<file path="src/core/dam_defs.vh">
// Behaviour
// sda falling while scl high starts transfer
// sda rising while scl high stops, idles
// repeated start behaves exactly like start
// sda changes while scl low, sampled rising
// device drives read bits after scl falls
// ninth bit acknowledges, low means ack
// eight data bits, msb first, then ack
// master nack ends read, sda released
// first byte: 7-bit address plus direction
// auxiliary memory answers fixed address a0h
// main address from configurable device byte
// configured main address needs select enable
// main address a0h disables auxiliary memory
// unmatched address: nack, ignore until start
// second write byte loads address counter
// one to eight data bytes, counter increments
// write counter wraps inside 8-byte row
// next row needs stop then new write
// no address ack while page programs
// page program keeps unwritten bytes intact
// shadow mode writes skip program cycle; code skips only when the last acked address was main
// read starts at current address counter
// dummy write then restart sets read address
// shadow mode locations act as plain ram
// read counter increments after each byte
`ifndef DAM_DEFS_VH
`define DAM_DEFS_VH

// ------------------------------------------------------------
// addresses
// ------------------------------------------------------------
`define DAM_AUX_ADDR      7'h50
`define DAM_MAIN_DEFAULT  8'ha2
`define DAM_ROW_BITS      3

// ------------------------------------------------------------
// timing
// ------------------------------------------------------------
`define DAM_CLK_NS        4
`define DAM_TWR_NS        10000000
`define DAM_TWR_CYC       ((`DAM_TWR_NS + `DAM_CLK_NS - 1) / `DAM_CLK_NS)

// ------------------------------------------------------------
// write word layout: {aux, shadow, addr, data}
// ------------------------------------------------------------
`define DAM_WW_DATA_LSB   0
`define DAM_WW_ADDR_LSB   8
`define DAM_WW_SHADOW     16
`define DAM_WW_AUX        17
`define DAM_WW_BITS       18

`endif

</file>
<file path="src/core/dam_i2c_slave.v">
`timescale 1ns/1ns
`default_nettype none
`include "dam_defs.vh"
module dam_i2c_slave #(
    parameter [23:0] TWR_CYCLES = `DAM_TWR_CYC,
    parameter [7:0]  MAIN_DEFAULT = `DAM_MAIN_DEFAULT
) (
    input  wire        core_clk_i,
    input  wire        rstn_i,
    input  wire        scl_i,
    input  wire        sda_i,
    output wire        sda_o,
    output reg         sda_oe_n_o,
    input  wire        main_address_select_enable_i,
    input  wire [7:0]  main_dev_addr_i,
    input  wire        shadow_memory_mode_bit_i,
    output reg  [7:0]  rd_addr_o,
    output reg         rd_aux_o,
    input  wire [7:0]  rd_data_i,
    output wire        wr_valid_o,
    input  wire        wr_ready_i,
    output wire [7:0]  wr_addr_o,
    output wire [7:0]  wr_data_o,
    output wire        wr_aux_o,
    output wire        wr_shadow_o,
    output reg         prog_start_o,
    output reg         prog_aux_o,
    output reg  [4:0]  prog_row_o,
    output wire        prog_busy_o
);
    // ------------------------------------------------------------
    // states
    // ------------------------------------------------------------
    localparam [1:0] ST_IDLE = 2'h0;
    localparam [1:0] ST_ADDR = 2'h1;
    localparam [1:0] ST_RX   = 2'h2;
    localparam [1:0] ST_TX   = 2'h3;

    wire [1:0]  bus_s;
    wire        scl_s;
    wire        sda_s;
    reg         scl_d;
    reg         sda_d;
    wire        scl_rise;
    wire        scl_fall;
    wire        start_det;
    wire        stop_det;
    reg  [1:0]  state;
    reg  [3:0]  bitcnt;
    reg  [7:0]  shreg;
    reg  [7:0]  ptr;
    reg         first;
    reg         wrote;
    reg         master_nack;
    reg  [23:0] busy_cnt;
    reg         push;
    reg  [`DAM_WW_BITS-1:0] push_word;
    wire        push_ready;
    wire [`DAM_WW_BITS-1:0] buf_word;
    wire [6:0]  main_addr;
    wire        aux_hit;
    wire        main_hit;

    // ------------------------------------------------------------
    // pin sampling and bus conditions
    // ------------------------------------------------------------
    dam_sync #(
        .WIDTH (2)
    ) u_sync (
        .core_clk_i (core_clk_i),
        .rstn_i     (rstn_i),
        .async_i    ({scl_i, sda_i}),
        .sync_o     (bus_s)
    );
    assign scl_s = bus_s[1];
    assign sda_s = bus_s[0];

    always @(posedge core_clk_i or negedge rstn_i)
    begin
        if (!rstn_i)
        begin
            scl_d <= 1'b1;
            sda_d <= 1'b1;
        end
        else
        begin
            scl_d <= scl_s;
            sda_d <= sda_s;
        end
    end

    assign scl_rise  = scl_s & ~scl_d;
    assign scl_fall  = ~scl_s & scl_d;
    assign start_det = scl_s & scl_d & sda_d & ~sda_s;
    assign stop_det  = scl_s & scl_d & ~sda_d & sda_s;

    // ------------------------------------------------------------
    // address match
    // ------------------------------------------------------------
    assign main_addr = main_address_select_enable_i ?
                       main_dev_addr_i[7:1] : MAIN_DEFAULT[7:1];
    assign main_hit  = (shreg[7:1] == main_addr);
    assign aux_hit   = (shreg[7:1] == `DAM_AUX_ADDR) &
                       (main_addr != `DAM_AUX_ADDR);
    assign prog_busy_o = (busy_cnt != 24'h0);

    // open drain: only ever pulls low
    assign sda_o = 1'b0;

    // ------------------------------------------------------------
    // write path buffer
    // ------------------------------------------------------------
    dam_buf2 #(
        .WIDTH (`DAM_WW_BITS)
    ) u_buf (
        .core_clk_i  (core_clk_i),
        .rstn_i      (rstn_i),
        .in_valid_i  (push),
        .in_ready_o  (push_ready),
        .in_data_i   (push_word),
        .out_valid_o (wr_valid_o),
        .out_ready_i (wr_ready_i),
        .out_data_o  (buf_word)
    );
    assign wr_data_o   = buf_word[`DAM_WW_DATA_LSB+7:`DAM_WW_DATA_LSB];
    assign wr_addr_o   = buf_word[`DAM_WW_ADDR_LSB+7:`DAM_WW_ADDR_LSB];
    assign wr_shadow_o = buf_word[`DAM_WW_SHADOW];
    assign wr_aux_o    = buf_word[`DAM_WW_AUX];

    // ------------------------------------------------------------
    // protocol engine
    // ------------------------------------------------------------
    always @(posedge core_clk_i or negedge rstn_i)
    begin
        if (!rstn_i)
        begin
            state        <= ST_IDLE;
            bitcnt       <= 4'h0;
            shreg        <= 8'h00;
            ptr          <= 8'h00;
            first        <= 1'b0;
            wrote        <= 1'b0;
            master_nack  <= 1'b0;
            busy_cnt     <= 24'h0;
            push         <= 1'b0;
            push_word    <= {`DAM_WW_BITS{1'b0}};
            sda_oe_n_o   <= 1'b1;
            rd_addr_o    <= 8'h00;
            rd_aux_o     <= 1'b0;
            prog_start_o <= 1'b0;
            prog_aux_o   <= 1'b0;
            prog_row_o   <= 5'h00;
        end
        else
        begin
            push         <= 1'b0;
            prog_start_o <= 1'b0;
            rd_addr_o    <= ptr;
            if (busy_cnt != 24'h0)
                busy_cnt <= busy_cnt - 24'h1;
            if (start_det)
            begin
                state      <= ST_ADDR;
                bitcnt     <= 4'h0;
                sda_oe_n_o <= 1'b1;
            end
            else if (stop_det)
            begin
                state      <= ST_IDLE;
                sda_oe_n_o <= 1'b1;
                wrote      <= 1'b0;
                // shadow mode skips the program cycle when the last acked address was main
                if (wrote && (rd_aux_o || !shadow_memory_mode_bit_i))
                begin
                    busy_cnt     <= TWR_CYCLES;
                    prog_start_o <= 1'b1;
                end
            end
            else if (state != ST_IDLE)
            begin
                if (scl_rise)
                begin
                    if (bitcnt < 4'h8 && state != ST_TX)
                        shreg <= {shreg[6:0], sda_s};
                    if (bitcnt == 4'h8 && state == ST_TX)
                        master_nack <= sda_s;
                    if (bitcnt != 4'h9)
                        bitcnt <= bitcnt + 4'h1;
                end
                else if (scl_fall)
                begin
                    case (state)
                    ST_ADDR:
                    begin
                        if (bitcnt == 4'h8)
                        begin
                            // busy device stays silent to allow polling
                            if ((main_hit || aux_hit) && !prog_busy_o)
                            begin
                                sda_oe_n_o <= 1'b0;
                                rd_aux_o   <= aux_hit;
                            end
                            else
                                state <= ST_IDLE;
                        end
                        else if (bitcnt == 4'h9)
                        begin
                            bitcnt <= 4'h0;
                            first  <= 1'b1;
                            if (shreg[0])
                            begin
                                state      <= ST_TX;
                                shreg      <= rd_data_i;
                                sda_oe_n_o <= rd_data_i[7];
                                ptr        <= ptr + 8'h01;
                            end
                            else
                            begin
                                state      <= ST_RX;
                                sda_oe_n_o <= 1'b1;
                            end
                        end
                    end
                    ST_RX:
                    begin
                        if (bitcnt == 4'h8)
                        begin
                            if (first)
                            begin
                                ptr        <= shreg;
                                sda_oe_n_o <= 1'b0;
                            end
                            else if (push_ready)
                            begin
                                push       <= 1'b1;
                                push_word  <= {rd_aux_o,
                                    shadow_memory_mode_bit_i & ~rd_aux_o,
                                    ptr, shreg};
                                ptr        <= {ptr[7:`DAM_ROW_BITS],
                                    ptr[`DAM_ROW_BITS-1:0] + 3'h1};
                                // row latched here: a later read may move
                                // the counter or memory before the stop
                                prog_aux_o <= rd_aux_o;
                                prog_row_o <= ptr[7:`DAM_ROW_BITS];
                                wrote      <= 1'b1;
                                sda_oe_n_o <= 1'b0;
                            end
                            // full buffer: byte refused by not acknowledging
                        end
                        else if (bitcnt == 4'h9)
                        begin
                            bitcnt     <= 4'h0;
                            first      <= 1'b0;
                            sda_oe_n_o <= 1'b1;
                        end
                    end
                    ST_TX:
                    begin
                        if (bitcnt >= 4'h1 && bitcnt <= 4'h7)
                        begin
                            shreg      <= {shreg[6:0], 1'b0};
                            sda_oe_n_o <= shreg[6];
                        end
                        else if (bitcnt == 4'h8)
                            sda_oe_n_o <= 1'b1;
                        else if (bitcnt == 4'h9)
                        begin
                            bitcnt <= 4'h0;
                            if (master_nack)
                            begin
                                state      <= ST_IDLE;
                                sda_oe_n_o <= 1'b1;
                            end
                            else
                            begin
                                shreg      <= rd_data_i;
                                sda_oe_n_o <= rd_data_i[7];
                                ptr        <= ptr + 8'h01;
                            end
                        end
                    end
                    default:
                        state <= ST_IDLE;
                    endcase
                end
            end
        end
    end
endmodule // dam_i2c_slave
`default_nettype wire

</file>
<file path="src/core/dam_sync.v">
`timescale 1ns/1ns
`default_nettype none
module dam_sync #(
    parameter WIDTH = 2
) (
    input  wire             core_clk_i,
    input  wire             rstn_i,
    input  wire [WIDTH-1:0] async_i,
    output wire [WIDTH-1:0] sync_o
);
    reg [WIDTH-1:0] stage1;
    reg [WIDTH-1:0] stage2;
    genvar g;
    // ------------------------------------------------------------
    // two flops per bit; idle bus level is high
    // ------------------------------------------------------------
    generate
        for (g = 0; g < WIDTH; g = g + 1)
        begin : g_bit
            always @(posedge core_clk_i or negedge rstn_i)
            begin
                if (!rstn_i)
                begin
                    stage1[g] <= 1'b1;
                    stage2[g] <= 1'b1;
                end
                else
                begin
                    stage1[g] <= async_i[g];
                    stage2[g] <= stage1[g];
                end
            end
        end
    endgenerate
    assign sync_o = stage2;
endmodule // dam_sync
`default_nettype wire

</file>
<file path="src/core/dam_buf2.v">
`timescale 1ns/1ns
`default_nettype none
module dam_buf2 #(
    parameter WIDTH = 18
) (
    input  wire             core_clk_i,
    input  wire             rstn_i,
    input  wire             in_valid_i,
    output wire             in_ready_o,
    input  wire [WIDTH-1:0] in_data_i,
    output wire             out_valid_o,
    input  wire             out_ready_i,
    output wire [WIDTH-1:0] out_data_o
);
    reg [WIDTH-1:0] slot0;
    reg [WIDTH-1:0] slot1;
    reg [1:0]       count;
    wire            push;
    wire            pop;
    assign in_ready_o  = (count != 2'h2);
    assign out_valid_o = (count != 2'h0);
    assign out_data_o  = slot0;
    assign push        = in_valid_i & in_ready_o;
    assign pop         = out_valid_o & out_ready_i;
    // ------------------------------------------------------------
    // slot0 is the head; slot1 only holds while full
    // ------------------------------------------------------------
    always @(posedge core_clk_i or negedge rstn_i)
    begin
        if (!rstn_i)
        begin
            slot0 <= {WIDTH{1'b0}};
            slot1 <= {WIDTH{1'b0}};
            count <= 2'h0;
        end
        else
        begin
            if (pop)
            begin
                slot0 <= (count == 2'h2) ? slot1 : in_data_i;
                if (count == 2'h1 && push)
                    slot0 <= in_data_i;
            end
            else if (push && count == 2'h0)
                slot0 <= in_data_i;
            if (push && ((count == 2'h1 && !pop) || (count == 2'h2)))
                slot1 <= in_data_i;
            count <= count + {1'b0, push} - {1'b0, pop};
        end
    end
endmodule // dam_buf2
`default_nettype wire

</file>
<file path="config.mk">
export PLATFORM = sky130hd
export DESIGN_NAME = dam_i2c_slave
export DESIGN_NICKNAME = d
export VERILOG_FILES = /design/src/core/dam_i2c_slave.v /design/src/core/dam_sync.v /design/src/core/dam_buf2.v
export VERILOG_INCLUDE_DIRS = /design/src /design/src/core
export SDC_FILE = /design/constraint.sdc
export NUM_CORES = 1
export LEC_CHECK = 0
export BUFFER_PORTS_ARGS = -buffer_cell sky130_fd_sc_hd__buf_2
export CORE_UTILIZATION = 64
export DETAILED_ROUTE_END_ITERATION = 10
export PLACE_DENSITY = 0.84
export SYNTH_ARGS = -nofsm -noshare
export SYNTH_HDL_FRONTEND = slang
export SYNTH_SLANG_ARGS = --single-unit
</file>
<file path="constraint.sdc">
create_clock -name core_clk_i -period 4.48 [get_ports core_clk_i]
set_input_delay 0.224 -clock core_clk_i [delete_from_list [all_inputs] [get_ports core_clk_i]]
set_output_delay 0.224 -clock core_clk_i [all_outputs]
set_load 0.05 [all_outputs]
</file>
* Yosys cells after proc, flatten, opt, wreduce, memory -nomap -nowiden
Cells that the tools add are included.
** Word-level totals
- Input bits :: 23
- Logic and storage cells :: 250
- Register bits after elaboration :: 129
- Output and inout port bits :: 38
** Cells by class
- Reduce and logical (&&, ||, !) cells :: 48
- Equality and inequality tests :: 49
- Muxes and demuxes :: 97
- $lt $le $gt $ge :: 3
- Bitwise gates (word level) :: 20
- $add $sub $neg :: 6
** Operator list (number)
- two-way mux 8 bit :: 19
- two-way mux 24 bit :: 4
- two-way mux 18 bit :: 4
- two-way mux 1 bit :: 41
- two-way mux 4 bit :: 9
- AND reduction 15 bit :: 2
- inequality test 2 bit (second input constant) :: 13
- two-way mux 2 bit :: 12
- inequality test 4 bit (second input constant) :: 6
- case mux 8 bit (3 select lines) :: 1
- nonzero test 24 bit :: 1
- subtractor 24 x 1 -> 24 bit (second input constant) :: 1
- nonzero test 2 bit :: 11
- inequality test 5 bit (second input constant) :: 4
- AND reduction 10 bit :: 2
- AND reduction 9 bit :: 2
- case mux 8 bit (2 select lines) :: 1
- AND reduction 8 bit :: 2
- nonzero test 3 bit :: 5
- inequality test 3 bit (second input constant) :: 4
- AND reduction 12 bit :: 1
- AND 1 bit :: 11
- AND reduction 11 bit :: 1
- logical AND 1 bit :: 9
- 36 further kinds :: 57

* Logic depth before layout (Yosys ltp)
- Depth in word-level cells :: 13
- Mapped depth :: 10
- Mapped depth without buffers :: 8

* Cells and area by module
A second synthesis with hierarchy kept.
** Unflattened totals
- Cell total of the unflattened synthesis :: 644
- Area total of the unflattened synthesis :: 6662.6 um2
** By module, submodules not included
- dam_i2c_slave :: cells an instance 469, area each 4674.5 um2, instances 1, sequential area each 2030.7 um2
- dam_buf2 :: cells an instance 171, area each 1883.1 um2, instances 1, sequential area each 950.9 um2
- dam_sync :: cells an instance 4, area each 105.1 um2, instances 1, sequential area each 105.1 um2

* Worst setup path after synthesis
Ideal clock, no wire load.
- Path kind :: reg-to-reg
- Start point :: register bitcnt[0]
- End point :: register push_word[10]
- Setup time :: 0.125 ns
- Path slack :: 1.951 ns
- Clock period less this slack :: 2.529 ns
- Buffers on the path :: 3
- Stages on the path, launching flop included :: 10
- Required time :: 4.355 ns
- Arrival :: 2.404 ns
- Path through :: dfrtp_1 > inv_1 > ha_1 > clkbuf_1 > nand3b_1 > nor4_1 > and3_1 > clkbuf_1 > buf_2 > mux2_2
** Between the ends
- Cells in the longest elaborated chain, start to end :: 2
** RTL lines
- start: declaration :: line dam_i2c_slave.v:49 : reg [3:0] bitcnt;
- start signal: assignment :: line dam_i2c_slave.v:188 : bitcnt <= bitcnt + 4'h1;
- == test 4 bit :: line dam_i2c_slave.v:226 : if (bitcnt == 4'h8)
- AND reduction 9 bit (no source line)
- end signal: assignment :: line dam_i2c_slave.v:146 : push_word <= {`DAM_WW_BITS{1'b0}};
- end signal: assignment :: line dam_i2c_slave.v:236 : push_word <= {rd_aux_o,
- end: declaration :: line dam_i2c_slave.v:57 : reg [`DAM_WW_BITS-1:0] push_word;
Every way passes these cells.
A chain may end at the register's enable or synchronous reset.

* Final worst setup path
- Start point :: register busy_cnt[2]
- End point :: output prog_busy_o
** Between the ends
- Cells in the longest elaborated chain, start to end :: 1
** RTL lines
- start: declaration :: line dam_i2c_slave.v:55 : reg [23:0] busy_cnt;
- start signal: assignment :: line dam_i2c_slave.v:160 : busy_cnt <= busy_cnt - 24'h1;
- nonzero test 24 bit :: line dam_i2c_slave.v:105 : assign prog_busy_o = (busy_cnt != 24'h0);
- end: declaration :: line dam_i2c_slave.v:29 : output wire prog_busy_o
Every way passes these cells.

==> metrics.cfg <==
[worst_setup_path]
worstPathMaxFanout = 11
r2r_cells = 6
r2r_setup_slack_ns = 1.59
start_kind = flop
cp_data_arrival_time_ns = 2.68
required_ns = 4.26
critical_path_class = reg2out
end_kind = primary output

[logic_synthesis]
syn_area_um2 = 6290
syn_nets = 651
synth_cell_types = 65
avgSynthCellArea_um2 = 10.3
synth_edf_count = 0
ys_ff_latch = 123
synth_ff_type = dfrtp_1
synth.area.top_cells = dfrtp_1 46%, mux2_2 6.6%, mux2i_1 4.0%
synth_cells = 610
async_flop_share_pct = 100
synth_top_cell_by_area = dfrtp_1
synth_top_area_share_pct = 46.2
yosysSeqAreaShare_pct = 49.1
ys_warn_count = 0

[timing]
finalSetupViolCount = 0
fmax_mhz = 345
setup-tns-final_ns = 0
fin_ws_ns = 1.58
drv_slew = 0
finalHoldViolCount = 0
max_slew_margin_pct = 28.5
fin_skew_ns = 0.0105
tightest_slew_ns = 1.07
min_period_ns = 2.90
rsz0062_at_grt = false
min_period_over_period_pct = 64.7

[die]
fp.dieH_um = 101
die_w_um = 101
dieArea_um2 = 10200
num_io_pins = 61
num_rows = 35
coreArea_um2 = 9370
initial_core_util_pct = 67.1

[worst_hold_path]
whs_path_depth = 3
min_path_type = in2reg

[detailed_routing]
vias_per_cell = 6.22
wl_per_cell_um = 18.0
drcViolationCount = 0
num_vias = 5026
drtAntennaViolNets = 0
dr.pass1.iters = 5
routed_wl_mm = 14.6
first_iter_violations = 350

[status]
status = complete, no violations

[pwr]
sequentialPowerShare_pct = 41.7
pwr-share-clk_pct = 39.9
p_comb_share_pct = 18.5
power.switching_mw = 1.12
cellPowerDensity_nw_per_um2 = 448
power.internal_mw = 2.12
swShare_pct = 34.5
p_leak_nw = 3.29
vdd.ir_drop.worst_mv = 0.296

[grt]
track_usage_pct = 30.9
grt_max_degree = 56
grt_pass1_vias = 4957
grt_first_pass_wirelength_mm = 24.1
grt_overflow = 0
antenna_found_initial = 0

[clock_tree]
cts_made_buffers = 17
clockRootBuffer = clkbuf_8
htreeDepth = 4
clk_pin_slew_ns = 0.06
cts_tree = built
cts.repair.resized = 0
cts_sinks = 123
cts_buffer_depth = 2
insertion_delay_ns = 0.53

[cells_and_area]
num-nets-final = 707
layout.cells.non_filler = 808
areaGrowthSynthToFinish_pct = 15.2
drive_above_1_share_pct = 23.4
num_antenna_cells = 0

[placement]
place_congestion = 0.941
dp.cells = 773
pre_cts_ws_ns = 1.66
io_buffers = 58
place_hpwl_mm = 9.30

[job]
maxCapViolations = 0

==> flip-flops by register name, summed over array words and instances, names as in the netlist, 2 cells and up <==
signal / flops
prog_row_o: 4
shreg: 8
u_sync.stage1: 2
bitcnt: 4
rd_addr_o: 8
u_buf.out_data_o: 18
push_word: 13
u_sync.sync_o: 2
busy_cnt: 24
u_buf.count: 2
state: 2
ptr: 8
u_buf.slot1: 18
==> per-stage QoR <==
step | utilization, % | power [mW] | hold slack (ns) | instance area, µm²
6_report | 77.3 | 3.24 | 0.00699 | 7240
3_3_place_gp | 71.0 | 1.93 | 0.291 | 6650
5_1_grt | 77.3 | 3.38 | 0.0115 | 7240
2_1_floorplan | - | 1.75 | -0.0716 | 6290
3_5_place_dp | 71.0 | 1.95 | 0.291 | 6650
4_1_cts | 77.3 | 3.24 | 0.00409 | 7240
==> kinds of logic (layout without fill, tap and decap cells) <==
family	count (synthesis)	in the layout	synth area share, %
buf+inv	50	119	3.50
fa+ha+maj	18	18	3.58
simple gates	222	222	18.6
xor+xnor	23	23	3.20
mux	62	62	10.6
compound gates	111	111	11.3
flops	123	123	49.1
other cells	1	1	0.0597
==> layout make-up <==
| class | count | area, µm² |
|---|---|---|
| fill | 617 | 2130 |
| timing repair buffer | 67 | 368 |
| clock inverter | 15 | 146 |
| clock buffer | 17 | 414 |
| sequential | 123 | 3090 |
| multi-input combinational | 437 | 2990 |
| inverter | 20 | 75.1 |
| tap | 129 | 161 |
==> cells in the final DEF (no fill, tap or decap), types with 7 or more instances in the layout <==
cell | synthesis | layout
inv_1 | 18 | 18
dfrtp_1 | 116 | 116
xnor2_1 | 14 | 14
nand4_1 | 9 | 9
clkbuf_16 | 0 | 16
and3_1 | 13 | 13
nor3_1 | 17 | 17
nand2_1 | 59 | 59
nand2b_1 | 11 | 11
nor4_1 | 12 | 12
dfstp_2 | 7 | 7
mux2_2 | 37 | 37
mux2i_1 | 25 | 25
a21oi_1 | 26 | 25
buf_2 | 2 | 57
xor2_1 | 9 | 9
nor2_1 | 46 | 46
buf_4 | 6 | 7
o21ai_0 | 38 | 38
nand3_1 | 12 | 12
ha_1 | 18 | 18
==> power by group through the flow <==
stage / clock network [mW] / logic, mW / registers [mW]
2_1_floorplan: 0 / 0.387 / 1.37
3_3_place_gp: 0 / 0.567 / 1.36
3_5_place_dp: 0 / 0.589 / 1.36
4_1_cts: 1.30 / 0.599 / 1.35
5_1_grt: 1.35 / 0.664 / 1.36
6_report: 1.29 / 0.598 / 1.35
==> worst max-delay path, cell delays in order (launching register included) <==
cell,delay (ns)
dfrtp_1,0.41
or4_4,0.58
or4_4,0.44
nor4_4,0.27
inv_2,0.19
buf_2,0.26
==> final timing paths <==
kind	start	to
worst max-delay path	busy_cnt[2]	prog_busy_o
worst max register to register	bitcnt[0]	push_word[9]
worst min-delay path	rd_data_i[1]	shreg[1]
min in group asynchronous	rstn_i	prog_start_o
worst min register to register	u_sync.stage1[1]	u_sync.sync_o[1]
max in group asynchronous	rstn_i	scl_d
==> synth_stat cells (3+ instances only) <==
cell / instances
dfrtp_1: 116
nand2_1: 59
nor2_1: 46
o21ai_0: 38
mux2_2: 37
a21oi_1: 26
mux2i_1: 25
clkbuf_1: 19
ha_1: 18
inv_1: 18
nor3_1: 17
xnor2_1: 14
and3_1: 13
nand3_1: 12
nor4_1: 12
nand2b_1: 11
nand4_1: 9
xor2_1: 9
dfstp_2: 7
buf_4: 6
nor3b_1: 6
o211ai_1: 6
or3_1: 6
nor2b_1: 5
o31ai_1: 5
or2_2: 5
nand3b_1: 4
a211oi_1: 3
a21o_1: 3
a31oi_1: 3
o311ai_0: 3
o32ai_1: 3
==> metal layers <==
layer | track usage (%) | share of wire [%]
met3 | 6.17 | 6.4
met5 | 0 | 0
met1 | 39.1 | 41
met2 | 52.0 | 50
met4 | 13.0 | 3.0
==> repair_timing <==
action                    in CTS  in global routing
buffers inserted               0                  0
hold buffers                   3                  0
hold endpoints to repair      55                  0
(Power assumes the default switching activity.)
